--- config.mk ---
export PLATFORM = sky130hd
export DESIGN_NAME = srw_top
export DESIGN_NICKNAME = d
export VERILOG_FILES = /design/src/common/srw_pkg.sv /design/src/srw_sync.sv /design/src/srw_top.sv /design/src/srw_wdog.sv
export SDC_FILE = /design/constraint.sdc
export NUM_CORES = 1
export LEC_CHECK = 0
export BUFFER_PORTS_ARGS = -buffer_cell sky130_fd_sc_hd__buf_4
export CORE_MARGIN = 1
export CORE_UTILIZATION = 30
export CTS_CLUSTER_DIAMETER = 120
export CTS_CLUSTER_SIZE = 14
export DETAILED_ROUTE_END_ITERATION = 8
export GPL_TIMING_DRIVEN = 0
export PLACE_DENSITY_LB_ADDON = 0.05
export SYNTH_ARGS = -nofsm -noshare
export SYNTH_HDL_FRONTEND = slang
export SYNTH_SLANG_ARGS = --single-unit
--- constraint.sdc ---
create_clock -name CLK_SYS -period 6.65 [get_ports CLK_SYS]
set_clock_uncertainty 0.2 [all_clocks]
set_input_delay 1.33 -clock CLK_SYS [delete_from_list [all_inputs] [get_ports CLK_SYS]]
set_output_delay 1.33 -clock CLK_SYS [all_outputs]
set_load 0.01 [all_outputs]
--- src/common/srw_pkg.sv ---
// shared constants, types and state codes of the supervisor block
// assumes a single 25 MHz system clock and a 32-bit AHB-Lite register port

package srw_pkg;

  // ****************************************************************
  // clock and timing
  // ****************************************************************
  localparam int CLK_PERIOD_NS = 40;
  localparam int CNT_W = 25;
  // reset stretch choices in microseconds (least times, round up)
  localparam int STRETCH_US_0 = 64;
  localparam int STRETCH_US_1 = 128;
  localparam int STRETCH_US_2 = 256;
  localparam int STRETCH_US_3 = 512;
  localparam int STRETCH_CYC_0 = (STRETCH_US_0 * 1000 + CLK_PERIOD_NS - 1)
                                 / CLK_PERIOD_NS;
  localparam int STRETCH_CYC_1 = (STRETCH_US_1 * 1000 + CLK_PERIOD_NS - 1)
                                 / CLK_PERIOD_NS;
  localparam int STRETCH_CYC_2 = (STRETCH_US_2 * 1000 + CLK_PERIOD_NS - 1)
                                 / CLK_PERIOD_NS;
  localparam int STRETCH_CYC_3 = (STRETCH_US_3 * 1000 + CLK_PERIOD_NS - 1)
                                 / CLK_PERIOD_NS;
  // watchdog periods in microseconds (longest times, round down)
  localparam int WDOG_US_0 = 1000;
  localparam int WDOG_US_1 = 2000;
  localparam int WDOG_US_2 = 4000;
  localparam int WDOG_US_3 = 8000;
  localparam int WDOG_CYC_0 = WDOG_US_0 * 1000 / CLK_PERIOD_NS;
  localparam int WDOG_CYC_1 = WDOG_US_1 * 1000 / CLK_PERIOD_NS;
  localparam int WDOG_CYC_2 = WDOG_US_2 * 1000 / CLK_PERIOD_NS;
  localparam int WDOG_CYC_3 = WDOG_US_3 * 1000 / CLK_PERIOD_NS;

  // ****************************************************************
  // register map
  // ****************************************************************
  localparam logic [11:0] OFS_CTRL = 12'h000;
  localparam logic [11:0] OFS_STATUS = 12'h004;
  localparam logic [3:0] CTRL_RST = 4'h0;

  // control word: low four bits of the control register
  typedef struct packed {
    logic [1:0] stretch_sel;
    logic [1:0] wdog_sel;
  } srw_ctrl_t;

  // status word, bit 0 is sys_reset
  typedef struct packed {
    logic [24:0] zero;
    logic write_protect;
    logic mon_three_low;
    logic mon_two_low;
    logic supply_low;
    logic manual_active;
    logic wdog_timeout;
    logic sys_reset;
  } srw_status_t;

  // ****************************************************************
  // pins and states
  // ****************************************************************
  typedef struct packed {
    logic write_protect;
    logic mon_three_low;
    logic mon_two_low;
    logic supply_low;
    logic manual_reset_n;
  } srw_pins_t;
  localparam logic [4:0] PINS_IDLE = 5'h01;
  localparam logic [1:0] BUS_IDLE = 2'h3;

  typedef enum logic [3:0] {
    WD_IDLE = 4'h1,
    WD_START = 4'h2,
    WD_LOW = 4'h4,
    WD_HIGH = 4'h8
  } srw_wd_state_t;

endpackage

--- src/srw_sync.sv ---
// two-flop synchroniser for a group of level inputs
// assumes inputs are slow levels; the first stage feeds only the second

`timescale 1ns/1ps

module srw_sync
  import srw_pkg::*;
#(
  parameter int W = 1,
  parameter logic [W-1:0] RST_VAL = '0
) (
  input wire logic clk,
  input wire logic rst,
  input wire logic [W-1:0] d,
  output logic [W-1:0] q
);

  logic [W-1:0] meta_q;

  // ****************************************************************
  // two stages
  // ****************************************************************
  always_ff @(posedge clk) begin
    if (rst) begin
      meta_q <= RST_VAL;
      q <= RST_VAL;
    end else begin
      meta_q <= d;
      q <= meta_q;
    end
  end

  chk_sync_two_stage: assert property (
    @(posedge clk) disable iff (rst)
    !$past(rst, 1) && !$past(rst, 2) |-> q == $past(d, 2))
    else $error("synchroniser delay is not two cycles");

endmodule

--- src/srw_top.sv ---
// supervisor: system reset generation, stretch, watchdog, fail flags,
// write protect gate and an AHB-Lite register slave
// assumes one free-running 25 MHz clock; comparator results, manual
// reset, write protect and bus pins arrive asynchronously
//
// Summary of operation
// - manual reset low asserts system reset
// - reset holds while low, then one stretch
// - supply low or manual reset asserts reset
// - active-low reset output is open drain
// - active-high reset output is push-pull
// - power application asserts reset at once
// - release only after supply good for stretch
// - power-on reset refuses bus transactions
// - start, clocks, stop sequence restarts watchdog
// - no restart before period makes watchdog active
// - watchdog output active low, open drain
// - bus data watched always, never gated
// - write protect high rejects every write
// - third fail pulls low below trip level
// - third fail follows comparator, no stretch
// - early supply low output push-pull, no stretch
// - second fail pulls low below trip, no stretch
// - watchdog period from two control bits
//
// Local design decisions: the placing of the registers and the AHB-Lite interface to the registers.

`timescale 1ns/1ps

module srw_top
  import srw_pkg::*;
#(
  parameter int unsigned STRETCH_CYC0 = STRETCH_CYC_0,
  parameter int unsigned STRETCH_CYC1 = STRETCH_CYC_1,
  parameter int unsigned STRETCH_CYC2 = STRETCH_CYC_2,
  parameter int unsigned STRETCH_CYC3 = STRETCH_CYC_3,
  parameter int unsigned WDOG_CYC0 = WDOG_CYC_0,
  parameter int unsigned WDOG_CYC1 = WDOG_CYC_1,
  parameter int unsigned WDOG_CYC2 = WDOG_CYC_2,
  parameter int unsigned WDOG_CYC3 = WDOG_CYC_3
) (
  input wire logic CLK_SYS,
  input wire logic RST,
  input wire logic MANUAL_RESET_N,
  input wire logic SUPPLY_LOW,
  input wire logic MON_TWO_LOW,
  input wire logic MON_THREE_LOW,
  input wire logic WRITE_PROTECT,
  input wire logic SDA_IN,
  input wire logic SCL_IN,
  input wire logic HSEL,
  input wire logic [31:0] HADDR,
  input wire logic [1:0] HTRANS,
  input wire logic HWRITE,
  input wire logic [2:0] HSIZE,
  input wire logic [31:0] HWDATA,
  input wire logic HREADY,
  output logic HREADYOUT,
  output logic [31:0] HRDATA,
  output logic HRESP,
  output logic SYS_RESET,
  output logic SYS_RESET_N_O,
  output logic SYS_RESET_N_OE_N,
  output logic WATCHDOG_OUT_N_O,
  output logic WATCHDOG_OUT_N_OE_N,
  output logic MONITOR_FAIL_TWO_N_O,
  output logic MONITOR_FAIL_TWO_N_OE_N,
  output logic MONITOR_FAIL_THREE_N_O,
  output logic MONITOR_FAIL_THREE_N_OE_N,
  output logic EARLY_SUPPLY_LOW_N
);

  srw_pins_t pins_raw;
  srw_pins_t pins_s;
  logic [1:0] bus_s;
  srw_ctrl_t ctrl_q;
  srw_status_t status;
  logic cause;
  logic [CNT_W-1:0] stretch_cnt_q;
  logic [CNT_W-1:0] stretch_load;
  logic sys_rst_d;
  logic sys_rst_q;
  logic rst_oe_n_q;
  logic por_q;
  logic wd_timeout;
  logic od_low_q;
  logic wdo_oe_n_q;
  logic fail2_oe_n_q;
  logic fail3_oe_n_q;
  logic early_low_n_q;
  logic wr_pend_q;
  logic rd_pend_q;
  logic [11:0] addr_q;
  logic hready_q;
  logic [31:0] hrdata_q;
  logic hresp_q;
  logic wr_ok;
  logic [31:0] rd_mux;
  logic [CNT_W:0] quiet_q;
  logic [CNT_W-1:0] last_load_q;

  // ****************************************************************
  // input synchronisers
  // ****************************************************************
  assign pins_raw.write_protect = WRITE_PROTECT;
  assign pins_raw.mon_three_low = MON_THREE_LOW;
  assign pins_raw.mon_two_low = MON_TWO_LOW;
  assign pins_raw.supply_low = SUPPLY_LOW;
  assign pins_raw.manual_reset_n = MANUAL_RESET_N;

  srw_sync #(
    .W($bits(srw_pins_t)),
    .RST_VAL(PINS_IDLE)
  ) u_pin_sync (
    .clk(CLK_SYS),
    .rst(RST),
    .d(pins_raw),
    .q(pins_s)
  );

  // bus lines idle high; synchronised like the comparator, manual reset and write protect pins
  srw_sync #(
    .W(2),
    .RST_VAL(BUS_IDLE)
  ) u_bus_sync (
    .clk(CLK_SYS),
    .rst(RST),
    .d({SDA_IN, SCL_IN}),
    .q(bus_s)
  );

  // ****************************************************************
  // reset cause and stretch
  // ****************************************************************
  assign cause = pins_s.supply_low || !pins_s.manual_reset_n;

  always_comb begin
    unique case (ctrl_q.stretch_sel)
      2'h0: stretch_load = CNT_W'(STRETCH_CYC0 - 1);
      2'h1: stretch_load = CNT_W'(STRETCH_CYC1 - 1);
      2'h2: stretch_load = CNT_W'(STRETCH_CYC2 - 1);
      default: stretch_load = CNT_W'(STRETCH_CYC3 - 1);
    endcase
  end

  // reloads while any cause stands, so release needs a clean stretch
  always_ff @(posedge CLK_SYS) begin
    if (RST) begin
      stretch_cnt_q <= CNT_W'(STRETCH_CYC0 - 1);
    end else if (cause) begin
      stretch_cnt_q <= stretch_load;
    end else if (stretch_cnt_q != '0) begin
      stretch_cnt_q <= stretch_cnt_q - 1'b1;
    end
  end

  assign sys_rst_d = cause || (stretch_cnt_q != '0);

  // both variants come from one decision, so they never disagree
  always_ff @(posedge CLK_SYS) begin
    if (RST) begin
      sys_rst_q <= 1'b1;
      rst_oe_n_q <= 1'b0;
    end else begin
      sys_rst_q <= sys_rst_d;
      rst_oe_n_q <= !sys_rst_d;
    end
  end

  // power-on phase ends at the first release of system reset
  always_ff @(posedge CLK_SYS) begin
    if (RST) begin
      por_q <= 1'b1;
    end else if (!sys_rst_d) begin
      por_q <= 1'b0;
    end
  end

  // ****************************************************************
  // watchdog
  // ****************************************************************
  srw_wdog #(
    .CYC0(WDOG_CYC0),
    .CYC1(WDOG_CYC1),
    .CYC2(WDOG_CYC2),
    .CYC3(WDOG_CYC3)
  ) u_wdog (
    .clk(CLK_SYS),
    .rst(RST),
    .hold(sys_rst_q),
    .sda(bus_s[1]),
    .scl(bus_s[0]),
    .sel(ctrl_q.wdog_sel),
    .timeout_q(wd_timeout)
  );

  // ****************************************************************
  // pin drivers
  // ****************************************************************
  // open-drain levels are always low; only the enables move
  always_ff @(posedge CLK_SYS) begin
    if (RST) begin
      od_low_q <= 1'b0;
    end else begin
      od_low_q <= 1'b0;
    end
  end

  // flags follow the comparators and the watchdog timeout with no stretch
  always_ff @(posedge CLK_SYS) begin
    if (RST) begin
      wdo_oe_n_q <= 1'b1;
      fail2_oe_n_q <= 1'b1;
      fail3_oe_n_q <= 1'b1;
      early_low_n_q <= 1'b1;
    end else begin
      wdo_oe_n_q <= !wd_timeout;
      fail2_oe_n_q <= !pins_s.mon_two_low;
      fail3_oe_n_q <= !pins_s.mon_three_low;
      early_low_n_q <= !pins_s.supply_low;
    end
  end

  assign SYS_RESET = sys_rst_q;
  assign SYS_RESET_N_O = od_low_q;
  assign SYS_RESET_N_OE_N = rst_oe_n_q;
  assign WATCHDOG_OUT_N_O = od_low_q;
  assign WATCHDOG_OUT_N_OE_N = wdo_oe_n_q;
  assign MONITOR_FAIL_TWO_N_O = od_low_q;
  assign MONITOR_FAIL_TWO_N_OE_N = fail2_oe_n_q;
  assign MONITOR_FAIL_THREE_N_O = od_low_q;
  assign MONITOR_FAIL_THREE_N_OE_N = fail3_oe_n_q;
  assign EARLY_SUPPLY_LOW_N = early_low_n_q;

  // ****************************************************************
  // AHB-Lite slave
  // ****************************************************************
  // address phase capture; reads add one wait state so the read data
  // always reflect a write completed in the cycle before
  always_ff @(posedge CLK_SYS) begin
    if (RST) begin
      wr_pend_q <= 1'b0;
      rd_pend_q <= 1'b0;
      addr_q <= 12'h000;
      hready_q <= 1'b1;
      hresp_q <= 1'b0;
    end else begin
      hresp_q <= 1'b0;
      if (rd_pend_q) begin
        rd_pend_q <= 1'b0;
        hready_q <= 1'b1;
        wr_pend_q <= 1'b0;
      end else if (HREADY) begin
        wr_pend_q <= HSEL && HTRANS[1] && HWRITE;
        rd_pend_q <= HSEL && HTRANS[1] && !HWRITE;
        hready_q <= !(HSEL && HTRANS[1] && !HWRITE);
        if (HSEL && HTRANS[1]) begin
          addr_q <= HADDR[11:0];
        end
      end else begin
        wr_pend_q <= 1'b0;
      end
    end
  end

  // writes silently dropped under protection or power-on reset
  assign wr_ok = wr_pend_q && (addr_q == OFS_CTRL)
                 && !pins_s.write_protect
                 && !por_q;

  always_ff @(posedge CLK_SYS) begin
    if (RST) begin
      ctrl_q <= CTRL_RST;
    end else if (wr_ok) begin
      ctrl_q <= srw_ctrl_t'(HWDATA[3:0]);
    end
  end

  always_comb begin
    status = '0;
    status.write_protect = pins_s.write_protect;
    status.mon_three_low = pins_s.mon_three_low;
    status.mon_two_low = pins_s.mon_two_low;
    status.supply_low = pins_s.supply_low;
    status.manual_active = !pins_s.manual_reset_n;
    status.wdog_timeout = wd_timeout;
    status.sys_reset = sys_rst_q;
  end

  always_comb begin
    unique case (addr_q)
      OFS_CTRL: rd_mux = {28'h0000000, ctrl_q};
      OFS_STATUS: rd_mux = status;
      default: rd_mux = 32'h00000000;
    endcase
  end

  // reads during power-on reset answer zero
  always_ff @(posedge CLK_SYS) begin
    if (RST) begin
      hrdata_q <= 32'h00000000;
    end else if (rd_pend_q) begin
      hrdata_q <= por_q ? 32'h00000000 : rd_mux;
    end
  end

  assign HREADYOUT = hready_q;
  assign HRDATA = hrdata_q;
  assign HRESP = hresp_q;

  // ****************************************************************
  // checks
  // ****************************************************************
  // helper: cycles since the last cause, and the load that was used
  always_ff @(posedge CLK_SYS) begin
    if (RST) begin
      quiet_q <= '0;
      last_load_q <= CNT_W'(STRETCH_CYC0 - 1);
    end else if (cause) begin
      quiet_q <= '0;
      last_load_q <= stretch_load;
    end else if (!quiet_q[CNT_W]) begin
      quiet_q <= quiet_q + 1'b1;
    end
  end

  chk_manual_asserts: assert property (
    @(posedge CLK_SYS) disable iff (RST)
    !pins_s.manual_reset_n |=> SYS_RESET && !SYS_RESET_N_OE_N)
    else $error("manual reset did not assert system reset");

  chk_manual_stretch: assert property (
    @(posedge CLK_SYS) disable iff (RST)
    $rose(pins_s.manual_reset_n) && !pins_s.supply_low
    |-> stretch_cnt_q == last_load_q ##1 SYS_RESET)
    else $error("reset not held after manual release");

  chk_supply_asserts: assert property (
    @(posedge CLK_SYS) disable iff (RST)
    pins_s.supply_low |=> SYS_RESET)
    else $error("supply low did not assert system reset");

  chk_reset_polarity: assert property (
    @(posedge CLK_SYS) disable iff (RST)
    SYS_RESET == !SYS_RESET_N_OE_N && !SYS_RESET_N_O)
    else $error("reset output variants disagree");

  chk_por_entry: assert property (
    @(posedge CLK_SYS) disable iff (RST)
    $past(RST) |-> SYS_RESET && por_q && !SYS_RESET_N_OE_N)
    else $error("power-on reset not asserted");

  chk_release_time: assert property (
    @(posedge CLK_SYS) disable iff (RST)
    $fell(sys_rst_q) |-> quiet_q == {1'b0, last_load_q} + 1'b1)
    else $error("system reset released before the stretch");

  chk_por_blocks: assert property (
    @(posedge CLK_SYS) disable iff (RST)
    por_q |=> $stable(ctrl_q))
    else $error("register written during power-on reset");

  chk_wp_blocks: assert property (
    @(posedge CLK_SYS) disable iff (RST)
    pins_s.write_protect |=> $stable(ctrl_q))
    else $error("register written while write protected");

  chk_wdog_pin: assert property (
    @(posedge CLK_SYS) disable iff (RST)
    wd_timeout |=> !WATCHDOG_OUT_N_OE_N && !WATCHDOG_OUT_N_O)
    else $error("watchdog pin not pulled low on timeout");

  chk_fail_three: assert property (
    @(posedge CLK_SYS) disable iff (RST)
    ##1 MONITOR_FAIL_THREE_N_OE_N == !$past(pins_s.mon_three_low))
    else $error("third fail pin does not follow comparator");

  chk_fail_two: assert property (
    @(posedge CLK_SYS) disable iff (RST)
    ##1 MONITOR_FAIL_TWO_N_OE_N == !$past(pins_s.mon_two_low))
    else $error("second fail pin does not follow comparator");

  chk_early_low: assert property (
    @(posedge CLK_SYS) disable iff (RST)
    $rose(pins_s.supply_low) |=> !EARLY_SUPPLY_LOW_N)
    else $error("early supply low output late");

  chk_stretch_reload: assert property (
    @(posedge CLK_SYS) disable iff (RST)
    cause |=> stretch_cnt_q == $past(stretch_load))
    else $error("stretch counter not reloaded by a cause");

endmodule

--- src/srw_wdog.sv ---
// watchdog: restart sequence detector on the two-wire bus plus timer
// assumes sda and scl already synchronised to clk

`timescale 1ns/1ps

module srw_wdog
  import srw_pkg::*;
#(
  parameter int unsigned CYC0 = WDOG_CYC_0,
  parameter int unsigned CYC1 = WDOG_CYC_1,
  parameter int unsigned CYC2 = WDOG_CYC_2,
  parameter int unsigned CYC3 = WDOG_CYC_3
) (
  input wire logic clk,
  input wire logic rst,
  input wire logic hold,
  input wire logic sda,
  input wire logic scl,
  input wire logic [1:0] sel,
  output logic timeout_q
);

  srw_wd_state_t state_q;
  logic sda_prev_q;
  logic start_cond;
  logic stop_cond;
  logic kick;
  logic [CNT_W-1:0] cnt_q;
  logic [CNT_W-1:0] load;

  // ****************************************************************
  // restart detection
  // ****************************************************************
  // bus watched at all times, nothing gates these edges
  assign start_cond = scl && sda_prev_q && !sda;
  assign stop_cond = scl && !sda_prev_q && sda;
  assign kick = (state_q == WD_HIGH) && stop_cond;

  always_ff @(posedge clk) begin
    if (rst) begin
      sda_prev_q <= 1'b1;
    end else begin
      sda_prev_q <= sda;
    end
  end

  // start, clock low, clock high, stop; a repeated start restarts it
  always_ff @(posedge clk) begin
    if (rst) begin
      state_q <= WD_IDLE;
    end else if (start_cond) begin
      state_q <= WD_START;
    end else begin
      unique case (state_q)
        WD_IDLE: state_q <= WD_IDLE;
        WD_START: begin
          if (stop_cond) state_q <= WD_IDLE;
          else if (!scl) state_q <= WD_LOW;
        end
        WD_LOW: begin
          if (scl) state_q <= WD_HIGH;
        end
        WD_HIGH: begin
          if (stop_cond) state_q <= WD_IDLE;
          else if (!scl) state_q <= WD_LOW;
        end
        default: state_q <= WD_IDLE;
      endcase
    end
  end

  // ****************************************************************
  // timer
  // ****************************************************************
  // period picked from the two control bits
  always_comb begin
    unique case (sel)
      2'h0: load = CNT_W'(CYC0 - 1);
      2'h1: load = CNT_W'(CYC1 - 1);
      2'h2: load = CNT_W'(CYC2 - 1);
      default: load = CNT_W'(CYC3 - 1);
    endcase
  end

  // held reloaded while system reset is out, so the host gets a full period
  always_ff @(posedge clk) begin
    if (rst) begin
      cnt_q <= CNT_W'(CYC0 - 1);
      timeout_q <= 1'b0;
    end else if (kick || hold) begin
      cnt_q <= load;
      timeout_q <= 1'b0;
    end else if (cnt_q != '0) begin
      cnt_q <= cnt_q - 1'b1;
    end else begin
      timeout_q <= 1'b1;
    end
  end

  chk_kick_reloads: assert property (
    @(posedge clk) disable iff (rst)
    kick |=> !timeout_q && cnt_q == $past(load))
    else $error("restart sequence did not reload the watchdog");

  chk_expiry_times_out: assert property (
    @(posedge clk) disable iff (rst)
    cnt_q == '0 && !kick && !hold |=> timeout_q)
    else $error("watchdog expired without timing out");

endmodule

After elaboration in Yosys (flattened, before gate mapping)
Index checks and enable logic that the tools add are counted.
Storage, ports and cells
  bits in latches: 0
  output and inout bits: 44
  logic and storage cells: 94
  memory bits (writable): 0
  input port bits: 81
  register bits after elaboration: 128
  memories: 0
  ROM bits: 0
Cells by class
  shifts and indexed selects: 0
  reduce and logical (&&, ||, !) cells: 41
  add/sub/neg operators: 2
  muxes and demuxes: 13
  bitwise gates (word level): 2
  multipliers: 0
  divide/modulo/power cells: 0
  equality and inequality tests: 12
  magnitude comparators: 0
Operator list (number)
  $mux 25: 4
  $pmux 18 s3: 1
  $reduce_bool 25->1: 2
  $sub 25x1->25 const B: 2
  $pmux 14 s3: 1
  $mux 32: 1
  $pmux 7 s2: 1
  $eq 12x3->1 const B: 1
  $logic_not 1->1: 12
  $logic_not 12->1: 1
  $mux 4: 3
  $logic_and 1x1->1: 11
  $pmux 4 s2: 1
  $reduce_or 2->1: 4
  $ne 3x2->1 const B: 2
  $eq 2x1->1 const B: 2
  $eq 2x2->1 const B: 2
  $eq 4x2->1 const B: 1
  $eq 4x3->1 const B: 1
  $eq 4x4->1 const B: 1
  $logic_not 2->1: 2
  $ne 4x2->1 const B: 1
  $reduce_and 2->1: 2
  $reduce_bool 2->1: 2
  6 further kinds: 9

Logic depth before layout (Yosys ltp)
  word-level depth: 6
  gate-level depth with buffers: 9

Cells and area by module
From an unflattened synthesis, not the netlist that was laid out.
Second synthesis, totals
  cells, all modules: 542
  area total of the unflattened synthesis: 4869.7 um^2
Modules (own cells, without submodules)
  srw_top: cells an instance 314, times used 1, seq. area each 1161.1 um^2, area each 2706.3 um^2
  srw_wdog: cells an instance 200, times used 1, seq. area each 620.6 um^2, area each 1795.5 um^2
  srw_sync (u_pin_sync): cells an instance 20, times used 1, seq. area each 200.2 um^2, area each 262.8 um^2
  srw_sync (u_bus_sync): cells an instance 8, times used 1, seq. area each 80.1 um^2, area each 105.1 um^2

Worst setup path before layout
OpenSTA, ideal clock, no wires.
  kind: input-to-reg
  start point: in RST
  end point: reg stretch_cnt_q[13]
  library setup time: 0.136 ns
  data required time: 6.314 ns
  stages on the path: 4
  arrival: 2.220 ns
  path slack: 4.095 ns
  cell sequence: clkbuf_1 clkbuf_1 clkbuf_1 o32ai_1
RTL lines
  from (decl): RTL line srw_top.sv:43  | input wire logic RST,
  to (signal assigned): RTL line srw_top.sv:149  | stretch_cnt_q <= CNT_W'(STRETCH_CYC0 - 1);
  to (signal assigned): RTL line srw_top.sv:151  | stretch_cnt_q <= stretch_load;
  to (signal assigned): RTL line srw_top.sv:153  | stretch_cnt_q <= stretch_cnt_q - 1'b1;
  to (decl): RTL line srw_top.sv:79  | logic [CNT_W-1:0] stretch_cnt_q;
No word-level cell between the ends.

Final worst setup path
  start point: in RST
  end point: reg stretch_cnt_q[13]
No word-level cell between the ends.

==> summary by stage <==
Outcome
The run finished with clean final reports.

Synthesis
The average footprint of a synthesized cell is 8.754 um^2. Yosys mapped the design onto 61 distinct sky130hd cell types. The instance count of the mapped netlist is ~560. The most common flop cell mapped by yosys is dfxtp_1. The share of Yosys cell area claimed by the top area cell type is a little over two fifths. Of all flip-flops after synthesis, the portion carrying an async set or reset was 0%. Ranked by total cell area, the synthesized netlist is headed by dfxtp_1 (42%), buf_4 (4.6%), nand2_1 (4.3%), ha_1 (4.1%), a21oi_1 (3.7%). The leading cell type by number of instances after synthesis is dfxtp_1. During synthesis, Yosys emitted a total of 0 warnings. The synthesized design spends more area on one cell type than any other, namely dfxtp_1. After synthesis, flip-flops and latches occupy 42.44% of the total area.

Counting instances in the post-synthesis netlist gives the leading cell types as dfxtp_1 (103), nand2_1 (56), nor2_1 (44). The mapped netlist covers 4858 um^2. Yosys mapped a number of flops with a built-in enable equal to 0. In this run, synthesis produced a sequential element count of 103.

Clock tree
The number of sinks driven by the clock tree is 103. The longest clock path from root to sink contains 2 buffers. Once the clock tree was built, the resizer swapped 0 gates to a different size.

The clock insertion delay at the later pin of the skew report is approximately 0.36 ns. Post-CTS timing repair inserted 0 buffers for setup. Counting the buffers created by CTS gives 9. Clock-pin slew was measured on the worst setup and hold paths at 0.08 ns.

The CTS tree is built. CTS built an H-tree with a depth of 3. The root buffer cell chosen for the clock tree is clkbuf_16. The post-cts hold buffer count is 0.

GRT
The pin count of the biggest net entering global routing is 19. The via count of the first global-routing pass is 3717. The number of antenna violations at the first check in global routing is 0.

The global-route wire length before repair is 18.73 mm. The total routing usage reported by global routing is between 10 and 15%. For this run the aggregate overflow at the end of global routing stands at 0.

Critical path
At the worst endpoint, the required time is 6.66 ns. The signal arrival time at the worst endpoint is 2.96 ns. STA classifies the critical path endpoint as a register. The critical path goes through clkbuf_1 > clkbuf_1 > clkbuf_1 > o32ai_1. The largest stage delay on the critical path is 0.56 ns. The critical path contains buffers and inverters numbering 3 combined. In this run the worst path has a maximum fanout of 10.

Counting stages on the worst path, the most repeated cell is clkbuf_1. The critical path runs through a total of 4 cells. The cell type of the slowest stage on the worst timing path is clkbuf_1. The kind of critical path is in -> reg. The cell family with the largest share of critical-path delay is buffers and inverters.

Measured in cells, the most critical reg-to-reg path has a length of 7. The worst setup path is launched from an input pin.

Timing
At the pin with the least slew margin, the transition time is 0.8209 ns. The total count of max-transition violations in the final report was 0. The share of the clock period used by the worst path after layout is 44.35%. The final-report hold violation count was 0. The count of endpoints failing setup in the final report is 0. The worst path needs 2.950 ns of the cycle, external delays included. For the final routed database, the setup TNS stands at 0 ns. The peak clock frequency supported by timing is 339.0 MHz.

Headroom to the max-slew limit came out at 45.07%. Setup repair after global routing left no endpoint under its margin.

Layout
The utilization of the core after routing is a little under two fifths. In the final layout, the share of cells above drive strength 1 is 17.47%. The area growth from synthesis to layout is 20.37%. For this run, the post-layout net count is 733. The number of antenna diodes in the final layout is 0.

The multi-input combinational cells in the finished layout cover a total of 2569 um^2. The layout has 1652 filler cells. The area taken by flip-flops and latches is 2062 um^2.

Detailed routing
The detail route stage leaves a number of antenna-violating nets equal to 0. Dividing the detail-routed wire length by the instance count gives 13.57 um. The post-detailed-routing wire length is between 10 and 15 mm.

For this run, design rule violations remaining after detail routing come to 0. For this block, the initial DRC count from the detailed router was 187. The first detailed-routing pass ran for 4 iterations. Using the TritonRoute via totals, the vias-per-cell ratio works out to 4.648. The total via count after detailed routing is 3983.

Placed design
The total half-perimeter wirelength after legalization and detailed placement is around 8.6 mm. Buffers placed on the I/O ports in this run total between 40 and 50. The global placer's final weighted congestion is a little over 0.8.

Power
The switching share of power is 23.55%. The internal cell power is between 0.0009 and 0.001 W. Dividing total power by cell area gives a power density of approximately 210 nW/um^2. The analysis attributes to net switching a power of 0.0002954 W. The leakage dissipation is 2.256 nW. Per report_power, the clock group accounts for 43.4% of the total. Combinational cells account for between 6 and 7% of the total power. Of the total power, registers draw 50.4%.

The worst-case IR drop observed on VDD is 0.1401 mV.

Floorplanning
During I/O placement, the number of pins put on the boundary was 125. The floorplan step defined a core boundary enclosing between 15000 and 20000 um^2. The width of the die is 129.3 um. From bottom edge to top edge, the die measures 129.3 um. The die covers 16710 um^2. The number of rows in the core area is 46. Once the floorplan was initialized, standard cells occupied 30.70% of the core.

Min path
The worst hold path cell count is 1. In this run the worst hold path is classified as reg -> reg.

Flow run
The number of maximum-capacitance constraint violations is 0.
[stage by stage]
step                      instance area, um^2  hold slack [ns]  std cells  power [W]  worst slack, ns
after floorplan                          4967           0.1708        584  0.0006970            4.095
after global placement                   5545           0.2055        841  0.0007242            3.182
after detailed placement                 5545           0.1880        841  0.0007246            3.229
after CTS                                5848           0.2127        857   0.001280            3.610
after global routing                     5848           0.2337        857   0.001314            3.547
final                                    5848           0.2075        857   0.001254            3.700
[sequential cells by signal (all words and copies together), names as in the netlist, 4 cells and up]
register           count
u_wdog.cnt_q          25
u_pin_sync.q           5
addr_q                12
ctrl_q                 4
HRDATA                 7
stretch_cnt_q         25
u_pin_sync.meta_q      5
u_wdog.state_q         4
[path summary, 6_finish.rpt]
path                          from                 endpoint  slack [ns]
setup / recovery               RST        stretch_cnt_q[13]        3.70
hold reg to reg    u_pin_sync.q[2]  MONITOR_FAIL_TWO_N_OE_N        0.21
hold / removal     u_pin_sync.q[2]  MONITOR_FAIL_TWO_N_OE_N        0.21
setup reg to reg  u_wdog.cnt_q[12]         u_wdog.cnt_q[11]        3.99
[layout by cell type, fill, tap and decap left out, types with 5 or more instances in the layout]
cell type  count
dfxtp_1      103
mux2i_1        6
clkbuf_1      17
xor2_1        12
o21ai_0       24
nor2b_1       15
xnor2_1       16
nor2_1        44
nand2b_1      12
nor3b_1        5
nand3_1       12
buf_4         71
or4_1         11
o211ai_1       7
ha_1          16
inv_1          9
o31ai_1        8
nor3_1        18
a21oi_1       36
or2_2          8
nor4_1        14
nand2_1       56
clkbuf_16      9
or3_1         13
conb_1        30
[cell families after synthesis]
| family | after synthesis | synth area share, % |
|---|---|---|
| AOI/OAI and AO/OA | 103 | 13.16 |
| buffers and inverters | 59 | 6.928 |
| and+or+nand+nor | 239 | 26.99 |
| xor gates and xnor gates | 28 | 5.048 |
| muxes | 6 | 1.236 |
| other | 1 | 0.07719 |
| adders and majority gates | 16 | 4.120 |
| DFF | 103 | 42.44 |
[layer usage]
layer	wire length [um]	part of all wire [%]	vias to the layer above	global-route usage, %
met5	0	0	-	0
met4	163	1.4	0	4.983
met3	495	4.3	12	4.377
met2	5511	47	70	24.10
met1	5459	47	1831	18.42
li1	-	-	2070	-
[area by class of cell]
class                           count  area share [%]
Buffer                             50           5.178
Clock buffer                        9           3.851
Clock inverter                      7           1.326
Inverter                            9          0.5777
Multi-Input combinational cell    422           43.92
Sequential cell                   103           35.26
Tap cell                          216           4.621
Timing Repair Buffer               41           5.263
[power groups by stage]
stage / registers (W) / logic, W / clock network, W
2_1_floorplan: 0.000645 / 0.0000516 / 0
3_3_place_gp: 0.000647 / 0.0000773 / 0
3_5_place_dp: 0.000647 / 0.0000777 / 0
4_1_cts: 0.000632 / 0.0000778 / 0.000570
5_1_grt: 0.000634 / 0.0000861 / 0.000594
6_report: 0.000632 / 0.0000770 / 0.000545
Power figures use the tool's default switching activity.
